[src/hw/issue_model_defines.svh]
// Purpose: Timing counts, widths and reset values for the issue latency model
// Assumes: Counts are in core clock cycles at clk_sys
// Notes: Included by the package and by the design files
`ifndef ISSUE_MODEL_DEFINES_SVH
`define ISSUE_MODEL_DEFINES_SVH

// Field widths and wake slot count
`define LAT_W 4
`define REP_W 3
`define CNT_W 3
`define INFL_W 4
`define SLOT_N 9

// Result latencies in cycles
`define LAT_NONE 4'h0
`define LAT_ALU 4'h1
`define LAT_LOAD_WIDE 4'h4
`define LAT_LOAD_NARROW 4'h5
`define LAT_RMW 4'h5
`define LAT_MUL_REG 4'h4
`define LAT_MUL_REG64 4'h6
`define LAT_MUL_MEM 4'h8
`define LAT_MUL_MEM64 4'hA
`define LAT_POPCNT 4'h4
`define LAT_POPCNT_MEM64 4'hA

// Smallest latency that goes through the wake slots
`define LAT_SLOT_BASE 4'h2

// Multiply repeat intervals in cycles
`define REP_MUL 3'h2
`define REP_MUL64 3'h4

// Reset values
`define CNT_RST 3'h0
`define REP_RST 3'h0
`define INFL_RST 4'h0

`endif

[src/hw/issue_model_pkg.sv]
// Purpose: Types shared by the issue latency model and its class table
// Assumes: Constants come from the defines header
// Notes: Form codes are the decoder's compact encoding of instruction forms
`include "issue_model_defines.svh"

package issue_model_pkg;

	// Instruction forms handled by this slice
	typedef enum logic [5:0] {
		mov_reg_mem8 = 6'h00, mov_reg_mem16 = 6'h01, mov_reg_mem32 = 6'h02,
		mov_reg_mem64 = 6'h03, mov_mem_reg = 6'h04, mov_mem_imm = 6'h05,
		mov_seg_mem = 6'h06, mov_seg_reg = 6'h07, store_nontemporal = 6'h08,
		string_move = 6'h09, movsx_reg = 6'h0A, movsx_mem = 6'h0B,
		movsxd_reg = 6'h0C, movsxd_mem = 6'h0D, movzx_reg = 6'h0E,
		movzx_mem = 6'h0F, mul_reg8 = 6'h10, mul_reg16 = 6'h11,
		mul_reg32 = 6'h12, mul_reg64 = 6'h13, mul_mem8 = 6'h14,
		mul_mem16 = 6'h15, mul_mem32 = 6'h16, mul_mem64 = 6'h17,
		neg_reg = 6'h18, neg_mem = 6'h19, no_op = 6'h1A,
		not_reg = 6'h1B, not_mem = 6'h1C, or_reg_reg = 6'h1D,
		or_reg_imm = 6'h1E, or_mem_reg = 6'h1F, or_mem_imm = 6'h20,
		or_reg_mem = 6'h21, pop_reg16 = 6'h22, pop_reg32 = 6'h23,
		pop_reg64 = 6'h24, pop_mem = 6'h25, pop_seg = 6'h26,
		pop_all = 6'h27, popcnt_reg = 6'h28, popcnt_mem16 = 6'h29,
		popcnt_mem32 = 6'h2A, popcnt_mem64 = 6'h2B, pop_flags = 6'h2C,
		push_reg = 6'h2D, push_imm = 6'h2E, push_mem = 6'h2F,
		push_seg = 6'h30, push_all = 6'h31, push_flags = 6'h32,
		rotate_reg = 6'h33, rotate_mem = 6'h34, ret_near = 6'h35,
		ret_near_imm = 6'h36
	} form_type;

	// How the decoder hands a form on
	typedef enum logic [1:0] {
		fast_decode_one_op = 2'b00,
		fast_decode_two_ops = 2'b01,
		microcode_seq = 2'b10,
		decode_unknown = 2'b11
	} decode_type;

	// One line of the class table
	typedef struct packed {
		decode_type decode;
		logic integer_pipe_a;
		logic integer_pipe_b;
		logic [`LAT_W-1:0] latency;
		logic fixed;
	} class_entry_type;

endpackage

[src/hw/class_table.sv]
// Purpose: Class table giving decode kind, pipes and latency per form
// Assumes: Read every cycle; data appear one edge after the address
// Notes: Codes outside the slice read as unknown with no fixed latency
`timescale 1ns/10ps
`default_nettype none
`include "issue_model_defines.svh"

module class_table (
	// Clock and reset
	input wire logic clk_sys,
	input wire logic rst_n,
	// Lookup
	input wire issue_model_pkg::form_type addr,
	output issue_model_pkg::class_entry_type rdata_q
);
	import issue_model_pkg::*;

	// Builds one table line
	function automatic class_entry_type ent(decode_type d, logic pa, logic pb,
		logic [`LAT_W-1:0] lat, logic fx);
		class_entry_type e;
		e.decode = d;
		e.integer_pipe_a = pa;
		e.integer_pipe_b = pb;
		e.latency = lat;
		e.fixed = fx;
		return e;
	endfunction

	class_entry_type rdata_d;

	// Table contents
	always_comb begin
		case (addr)
			mul_reg8, mul_reg16, mul_reg32: rdata_d = ent(fast_decode_one_op, 1'b0, 1'b1, `LAT_MUL_REG, 1'b1);
			mul_reg64: rdata_d = ent(fast_decode_one_op, 1'b0, 1'b1, `LAT_MUL_REG64, 1'b1);
			mul_mem8, mul_mem16, mul_mem32: rdata_d = ent(fast_decode_one_op, 1'b0, 1'b1, `LAT_MUL_MEM, 1'b1);
			mul_mem64: rdata_d = ent(fast_decode_one_op, 1'b0, 1'b1, `LAT_MUL_MEM64, 1'b1);
			no_op: rdata_d = ent(fast_decode_one_op, 1'b0, 1'b0, `LAT_NONE, 1'b1);
			neg_reg, not_reg, or_reg_reg, or_reg_imm: rdata_d = ent(fast_decode_one_op, 1'b1, 1'b1, `LAT_ALU, 1'b1);
			neg_mem, not_mem, or_mem_reg, or_mem_imm, or_reg_mem: rdata_d = ent(fast_decode_one_op, 1'b1, 1'b1, `LAT_RMW, 1'b1);
			mov_reg_mem8, mov_reg_mem16: rdata_d = ent(fast_decode_one_op, 1'b1, 1'b1, `LAT_LOAD_NARROW, 1'b1);
			mov_reg_mem32, mov_reg_mem64, mov_mem_reg, mov_mem_imm, movzx_mem: rdata_d = ent(fast_decode_one_op, 1'b1, 1'b1, `LAT_LOAD_WIDE, 1'b1);
			mov_seg_mem, mov_seg_reg: rdata_d = ent(microcode_seq, 1'b0, 1'b0, `LAT_NONE, 1'b0);
			string_move, pop_seg, pop_all, pop_flags, push_all, push_flags: rdata_d = ent(microcode_seq, 1'b0, 1'b0, `LAT_NONE, 1'b0);
			pop_reg16, pop_mem, push_mem, push_seg: rdata_d = ent(fast_decode_two_ops, 1'b1, 1'b1, `LAT_ALU, 1'b1);
			pop_reg32, pop_reg64, push_reg, push_imm: rdata_d = ent(fast_decode_one_op, 1'b1, 1'b1, `LAT_ALU, 1'b1);
			popcnt_reg, popcnt_mem16, popcnt_mem32: rdata_d = ent(fast_decode_one_op, 1'b1, 1'b1, `LAT_POPCNT, 1'b1);
			popcnt_mem64: rdata_d = ent(fast_decode_one_op, 1'b1, 1'b1, `LAT_POPCNT_MEM64, 1'b1);
			ret_near: rdata_d = ent(fast_decode_one_op, 1'b1, 1'b1, `LAT_ALU, 1'b1);
			ret_near_imm: rdata_d = ent(microcode_seq, 1'b1, 1'b1, `LAT_NONE, 1'b0);
			rotate_reg: rdata_d = ent(fast_decode_one_op, 1'b1, 1'b1, `LAT_ALU, 1'b1);
			rotate_mem: rdata_d = ent(fast_decode_one_op, 1'b1, 1'b1, `LAT_RMW, 1'b1);
			store_nontemporal: rdata_d = ent(fast_decode_one_op, 1'b1, 1'b1, `LAT_ALU, 1'b1);
			movsx_reg, movsxd_reg, movzx_reg: rdata_d = ent(fast_decode_one_op, 1'b1, 1'b1, `LAT_ALU, 1'b1);
			movsx_mem, movsxd_mem: rdata_d = ent(fast_decode_one_op, 1'b1, 1'b1, `LAT_RMW, 1'b1);
			default: rdata_d = ent(decode_unknown, 1'b0, 1'b0, `LAT_NONE, 1'b0);
		endcase
	end

	// Registered read port
	always_ff @(posedge clk_sys or negedge rst_n) begin
		if (!rst_n) begin
			rdata_q <= '0;
		end else begin
			rdata_q <= rdata_d;
		end
	end

endmodule
`default_nettype wire

[config.mk]
export PLATFORM = sky130hd
export DESIGN_NAME = class_table
export DESIGN_NICKNAME = d
export VERILOG_FILES = /design/src/hw/issue_model_pkg.sv /design/src/hw/class_table.sv
export VERILOG_INCLUDE_DIRS = /design/src /design/src/hw
export SDC_FILE = /design/constraint.sdc
export NUM_CORES = 1
export LEC_CHECK = 0
export BUFFER_PORTS_ARGS = -buffer_cell sky130_fd_sc_hd__buf_2
export CAP_MARGIN = 20
export CORE_MARGIN = 2
export CORE_UTILIZATION = 55
export DETAILED_ROUTE_END_ITERATION = 10
export PLACE_DENSITY = 0.81
export SYNTH_ARGS = -nofsm -noshare
export SYNTH_HDL_FRONTEND = slang
export SYNTH_SLANG_ARGS = --single-unit
export TNS_END_PERCENT = 50
[constraint.sdc]
create_clock -name clk_sys -period 0.95 [get_ports clk_sys]
set_clock_uncertainty 0.2 [all_clocks]
set_input_delay 0.1425 -clock clk_sys [delete_from_list [all_inputs] [get_ports clk_sys]]
set_output_delay 0.1425 -clock clk_sys [all_outputs]
set_load 0.01 [all_outputs]
==> flow_metrics.tcl, run 1 <==
set metrics [dict create \
    antenna_found_initial 0 \
    fp.dieW_um 40.5 \
    syn_nets 95 \
    grt_start_max_net_pins 13 \
    syn_inst 81 \
    worstEndpointType "sequential cell input" \
    syn_area_um2 731 \
    synth_area_leader_cell "dfrtp_1" \
    ys_seq_elements 9 \
    io_buffer_count 16 \
    synthFlopType "dfrtp_1" \
    die_h_um 40.5 \
    synth-edff-count 0 \
    yosysWarnings 0 \
    gp_congestion 0.919 \
    pin_count 17 \
    row_count 13 \
    initial_core_util_pct 57.6 \
    syn_avg_cell_area_um2 9.02 \
    synth_top_cell_area_share_pct 30.8 \
    synthTopCellsByArea "dfrtp_1 31%, ha_1 10%, nand2_1 4.6%" \
    clock-sinks 9 \
    clk_path_buf_depth 2 \
    dp_hpwl_um 1580 \
    clockRootBuffer "clkbuf_4" \
    ys_seq_area_share_pct 30.8 \
    status "stopped before the end" \
    firstError "[ERROR DPL-0033] detailed placement checks failed during check placement." \
    async_flop_share_pct 100 \
    synth_cell_types 34 \
    postGrtWorstEndpoint "rdata_q[6]$_DFF_PN0_/D" \
    placed_cells 128 \
    failed_stage "global routing" \
    h-tree-depth 1 \
    numCtsBuffers 3 \
]
==> synthesized netlist by cell type, types with 2 or more instances <==
master,number
nand3_1,3
o21ai_0,4
o21a_1,2
dfrtp_1,9
buf_6,3
nand2b_1,2
o21ai_1,3
a31oi_1,3
a21oi_1,3
o31ai_1,2
inv_1,6
ha_1,6
nor2_1,3
nor2b_1,3
a211o_1,2
nand2_1,9
==> repair_timing <==
item	4_1_cts
pin swaps	7
hold endpoints to repair	9
endpoints found under the setup margin	18
gates resized for setup	19
buffers inserted	2
hold buffers	1
==> metrics by stage <==
step	util (%)	setup WS, ns	cell area, µm²
after floorplan	-	-0.254	783
after global placement	77.7	-0.540	986
after detailed placement	77.7	-0.627	986
after CTS	88.0	-0.164	1120
==> logic make-up after synthesis <==
logic type,count (synthesis),share of synthesized area [%]
fa+ha+maj,6,10.3
compound gates,26,24.7
simple gates,27,20.4
flops,9,30.8
buf+inv,11,10.4
mux,2,3.42
==> run 2, diff against run 1 <==
Settings changed: CORE_AREA from default to 2 2 63 65, CORE_MARGIN 2 to default, CORE_UTILIZATION 55 to default, DIE_AREA from default to 0 0 65 67, PLACE_DENSITY 0.81 to default, PLACE_DENSITY_LB_ADDON from default to 0.15.
==> flow_metrics.tcl, run 2 <==
set metrics [dict create \
    drc 0 \
    relSlewSlack_pct 83.6 \
    regMostFlops "rdata_q" \
    synthFlopType "dfrtp_1" \
    placed_cells 161 \
    clock-sinks 9 \
    whs_path_depth 3 \
    numCtsBuffers 3 \
    status "finished, violations left" \
    crit_arrival_ns 1.05 \
    layout_commonest_cell "buf_4" \
    pin_count 17 \
    crit_path_max_fanout 7 \
    drv_slew 0 \
    initial_core_util_pct 20.3 \
    nets 133 \
    post-route-util_pct 34.2 \
    yosysWarnings 0 \
    fin_crit_sh_pct 120 \
    grt_use_total_pct 10.1 \
    drive_gt1_share_pct 56.8 \
    ant_nets 0 \
    ys_seq_area_share_pct 30.8 \
    syn_inst 81 \
    core_area_um2 3610 \
    ir_drop_v 0.000286 \
    area_growth_pct 69.0 \
    power.density_nw_per_um2 1040 \
    crit_required_ns 0.86 \
    pre_cts_slack_ns -0.562 \
    grt_first_pass_wirelength_um 3310 \
    synthTopCellsByArea "dfrtp_1 31%, ha_1 10%, nand2_1 4.6%" \
    reg.largest.list "rdata_q (9)" \
    hold_violations 0 \
    hold_class "in2reg" \
    grt_start_max_net_pins 12 \
    syn_nets 95 \
    largest_reg_flops 9 \
    gp_congestion 0.746 \
    fmax_mhz 877 \
    drt_iter0_drc 27 \
    clk_path_buf_depth 2 \
    die_h_um 67 \
    die_area_um2 4360 \
    fin_crit_ns 1.14 \
    synth_top_cell_area_share_pct 30.8 \
    synthTopCellsByCount "9 x dfrtp_1, 9 x nand2_1, 6 x ha_1, 6 x inv_1, 4 x o21ai_0" \
    clk_pin_slew_ns 0.04 \
    syn_avg_cell_area_um2 9.02 \
    cap_violations 0 \
    wl_per_cell_um 12.1 \
    setup_tns_ns -1.94 \
    finalWorstSetupSlack_ns -0.191 \
    async_flop_share_pct 100 \
    wl_um 2010 \
    fin_cells 166 \
    syn_area_um2 731 \
    leakagePower_nw 0.540 \
    end_kind "register" \
    setup_viol 16 \
    row_count 22 \
    antenna_found_initial 0 \
    critPathKind "in2reg" \
    vias_per_cell 4.37 \
    rsz0062_at_grt "yes" \
    io_buffer_count 16 \
    vias 725 \
    dp_hpwl_um 1570 \
    tightest_slew_ns 0.245 \
    insertedDiodeCount 0 \
    clockRootBuffer "clkbuf_8" \
    violations "setup timing" \
    post_dp_cell_area_um2 1030 \
    fin_total_pwr_mw 1.29 \
    layout_common_cells "22 x buf_4, 11 x buf_2, 9 x dfrtp_1" \
    fp.dieW_um 65 \
    synth_area_leader_cell "dfrtp_1" \
    grt_pass1_vias 685 \
    ys_seq_elements 9 \
    stdcell_area_um2 1230 \
    cts_tree "done" \
    startpoint_type "primary input" \
    whs_ns 0.0810 \
    h-tree-depth 1 \
    synth-edff-count 0 \
    synth_cell_types 34 \
    globalRouteOverflowTotal 0 \
    drt_pass1_iterations 4 \
]
## run 2: cell counts after synthesis
No cell type changed its count.
## run 2: area by class of cell
type	instances	area [µm²]
Multi-Input combinational cell	61	573
Fill cell	397	2370
Sequential cell	9	225
Timing Repair Buffer	38	289
Inverter	6	42.5
Tap cell	48	60.1
Clock buffer	4	45.0
## run 2: power breakdown
group / internal (mW) / switching, mW
Combinational: 0.225 / 0.221
Clock: 0.290 / 0.130
Sequential: 0.415 / 0.00561
## run 2: final timing paths
| check | start | slack, ns | end |
|---|---|---|---|
| setup / recovery | addr[1] | -0.19 | rdata_q[8] |
| hold / removal | addr[5] | 0.08 | rdata_q[0] |
| max in group asynchronous | rst_n | 0.29 | rdata_q[0] |
| min in group asynchronous | rst_n | 0.09 | rdata_q[8] |
## run 2: what timing repair did
item / CTS / global route
resized for setup: 25 / 10
setup endpoints to repair: 18 / 18
setup buffers: 0 / 0
pin swaps: 5 / 1
hold buffers: 1 / 0
cloned: 0 / 0
hold endpoints to repair: 9 / 0
## run 2: worst max-delay path, cell delays in order
cell and delay [ns]:
buf_12 0.12, buf_4 0.16, mux2_4 0.28, a31oi_4 0.15, o21ai_2 0.08, o21a_1 0.11
## run 2: routing by layer
| layer | global-route usage (%) | vias to the layer above | routed length [µm] |
|---|---|---|---|
| li1 | - | 367 | - |
| met1 | 13.0 | 336 | 937 |
| met2 | 16.5 | 20 | 963 |
| met3 | 1.52 | 2 | 95 |
| met4 | 4.79 | 0 | 14 |
| met5 | 0 | - | 0 |
## run 2: kinds of logic after synthesis
family	share of synthesized area [%]
simple gates	20.4
compound gates	24.7
buf+inv	10.4
flops	30.8
fa+ha+maj	10.3
mux	3.42
Note: power is estimated with default switching activity, not from simulation.
==> run 3, diff against run 2 <==
Settings changed: ABC_AREA from default to 1.
==> flow_metrics.tcl, run 3 <==
set metrics [dict create \
    status "finished, violations left" \
    violations "hold timing, setup timing" \
    clockRootBuffer "clkbuf_8" \
    synth_area_leader_cell "dfrtp_1" \
    fin_crit_sh_pct 111 \
    grt_start_max_net_pins 12 \
    insertedDiodeCount 0 \
    crit_arrival_ns 0.71 \
    async_flop_share_pct 100 \
    io_buffer_count 16 \
    largest_reg_flops 9 \
    initial_core_util_pct 19.5 \
    fin_crit_ns 1.05 \
    syn_inst 97 \
    pin_count 17 \
    critPathSlowestCell "dfrtp_1" \
    relSlewSlack_pct 85.2 \
    synthTopCellsByArea "dfrtp_1 32%, nand2_1 17%, nand3_1 11%" \
    layout_commonest_cell "nand2_1" \
    grt_pass1_vias 691 \
    h-tree-depth 1 \
    gp_congestion 0.774 \
    post-route-util_pct 31.3 \
    clk_path_buf_depth 2 \
    crit_required_ns 0.61 \
    dp_hpwl_um 1460 \
    fmax_mhz 949 \
    post_dp_cell_area_um2 972 \
    synthFlopType "dfrtp_1" \
    numCtsBuffers 3 \
    wl_per_cell_um 9.74 \
    path_buf_inv 1 \
    cts_tree "done" \
    syn_area_um2 703 \
    met2_usage_pct 15.6 \
    antenna_found_initial 0 \
    grt_use_total_pct 8.83 \
    vias_per_cell 3.97 \
    ant_nets 0 \
    hold_class "in2reg" \
    pwr-share-clk_pct 34.0 \
    hold_violations 1 \
    cap_violations 0 \
    switching_share_pct 27.6 \
    synth-edff-count 0 \
    globalRouteOverflowTotal 0 \
    p_sw_uw 337 \
    yosysWarnings 0 \
    ys_seq_area_share_pct 32.0 \
    clk_pin_slew_ns 0.04 \
    setup_viol 15 \
    clock-sinks 9 \
    syn_nets 111 \
    startpoint_type "register" \
    drt_pass1_iterations 4 \
    power_frac_seq_pct 34.6 \
    ys_seq_elements 9 \
    synth_cell_types 22 \
    vias 702 \
    regMostFlops "rdata_q" \
    fin_total_pwr_mw 1.22 \
    power.density_nw_per_um2 1080 \
    nets 144 \
    stdcell_area_um2 1130 \
    core_area_um2 3610 \
    end_kind "output pin" \
    synth_top_cell_area_share_pct 32.0 \
    tightest_slew_ns 0.222 \
    drive_gt1_share_pct 44.2 \
    wl_um 1720 \
    met1_usage_pct 10.4 \
    grt_use_met3_pct 1.52 \
    ir_drop_v 0.000290 \
    rsz0062_at_grt "yes" \
    max_stage_delay_ns 0.36 \
    drt_iter0_drc 39 \
    fp.dieW_um 65 \
    die_area_um2 4360 \
    yosysMostFrequentCell "nand2_1" \
    critPathKind "reg2out" \
    synthTopCellsByCount "31 x nand2_1, 16 x nand3_1, 9 x dfrtp_1" \
    leakagePower_nw 0.569 \
    p_int_uw 882 \
    layout_common_cells "25 x nand2_1, 14 x buf_2, 13 x nand3_1" \
    drv_slew 0 \
    grt_first_pass_wirelength_um 2960 \
    busiest_layer "met2" \
    combPwrFrac_pct 31.3 \
    reg.largest.list "rdata_q (9)" \
    area_growth_pct 60.3 \
    syn_avg_cell_area_um2 7.25 \
    whs_ns -0.00780 \
    die_h_um 67 \
    finalWorstSetupSlack_ns -0.103 \
    drc 0 \
    crit_path_max_fanout 1 \
    row_count 22 \
    cpLargestDelayFamily "flip-flops" \
    path_cells "buf_2" \
]
## run 3: cell count changes in the layout (fill, tap and decap cells not counted), sizes merged, moves of 3 or more
cell / change
nand2: +25
nand3: +14
buf: -5
a31oi: -3
inv: +3
nand4: +3
o21ai: -3
## run 3: path summary, 6_finish.rpt
path                               to  cells past startpoint  slack, ns       start
setup / recovery           rdata_q[3]                      1      -0.10  rdata_q[3]
max in group asynchronous  rdata_q[5]                      2       0.29       rst_n
min in group asynchronous  rdata_q[6]                      2       0.09       rst_n
hold / removal             rdata_q[7]                      3     -0.008     addr[5]
## run 3: cells by family (layout without fill, tap and decap cells)
family	Yosys count	in the layout	synth area share [%]
AO/OA/AOI/OAI	7	7	5.34
AND/OR/NAND/NOR	62	62	42.7
flip-flops	9	9	32.0
buffers and inverters	13	45	9.25
adder cells (fa/ha/maj)	6	6	10.7
## run 3: per-layer routing
| layer | part of all wire, % | vias up | wire length (µm) |
|---|---|---|---|
| met4 | 0.81 | 0 | 14 |
| met2 | 52 | 15 | 891 |
| met1 | 44 | 309 | 760 |
| met5 | 0 | - | 0 |
| li1 | - | 376 | - |
| met3 | 3.4 | 2 | 58 |
## run 3: layout make-up
type	instances	area [µm²]
Multi-Input combinational cell	75	490
Tap cell	48	60.1
Timing Repair Buffer	32	253
Sequential cell	9	225
Clock buffer	4	45.0
Inverter	9	53.8
Fill cell	394	2480
## run 3: stage by stage
stage	cells	worst slack, ns	setup TNS, ns
floorplan	97	-0.104	-0.420
global placement	172	-0.401	-3.13
detailed placement	172	-0.424	-3.23
CTS	177	-0.116	-1.09
global route	177	-0.135	-1.59
finish	177	-0.103	-1.01
## run 3: power groups by stage
| stage | registers [mW] | clock network [mW] | logic [mW] |
|---|---|---|---|
| floorplan | 0.448 | 0 | 0.175 |
| global placement | 0.428 | 0 | 0.342 |
| detailed placement | 0.428 | 0 | 0.341 |
| CTS | 0.423 | 0.435 | 0.380 |
| global route | 0.426 | 0.460 | 0.424 |
| finish | 0.422 | 0.415 | 0.382 |
## run 3: what timing repair did
| action | in CTS | in global routing |
|---|---|---|
| pin swaps | 9 | 3 |
| hold endpoints to repair | 10 | 0 |
| setup endpoints to repair | 18 | 16 |
| gates cloned | 0 | 0 |
| hold buffers | 1 | 0 |
| resized for setup | 25 | 3 |
| buffers inserted | 0 | 0 |
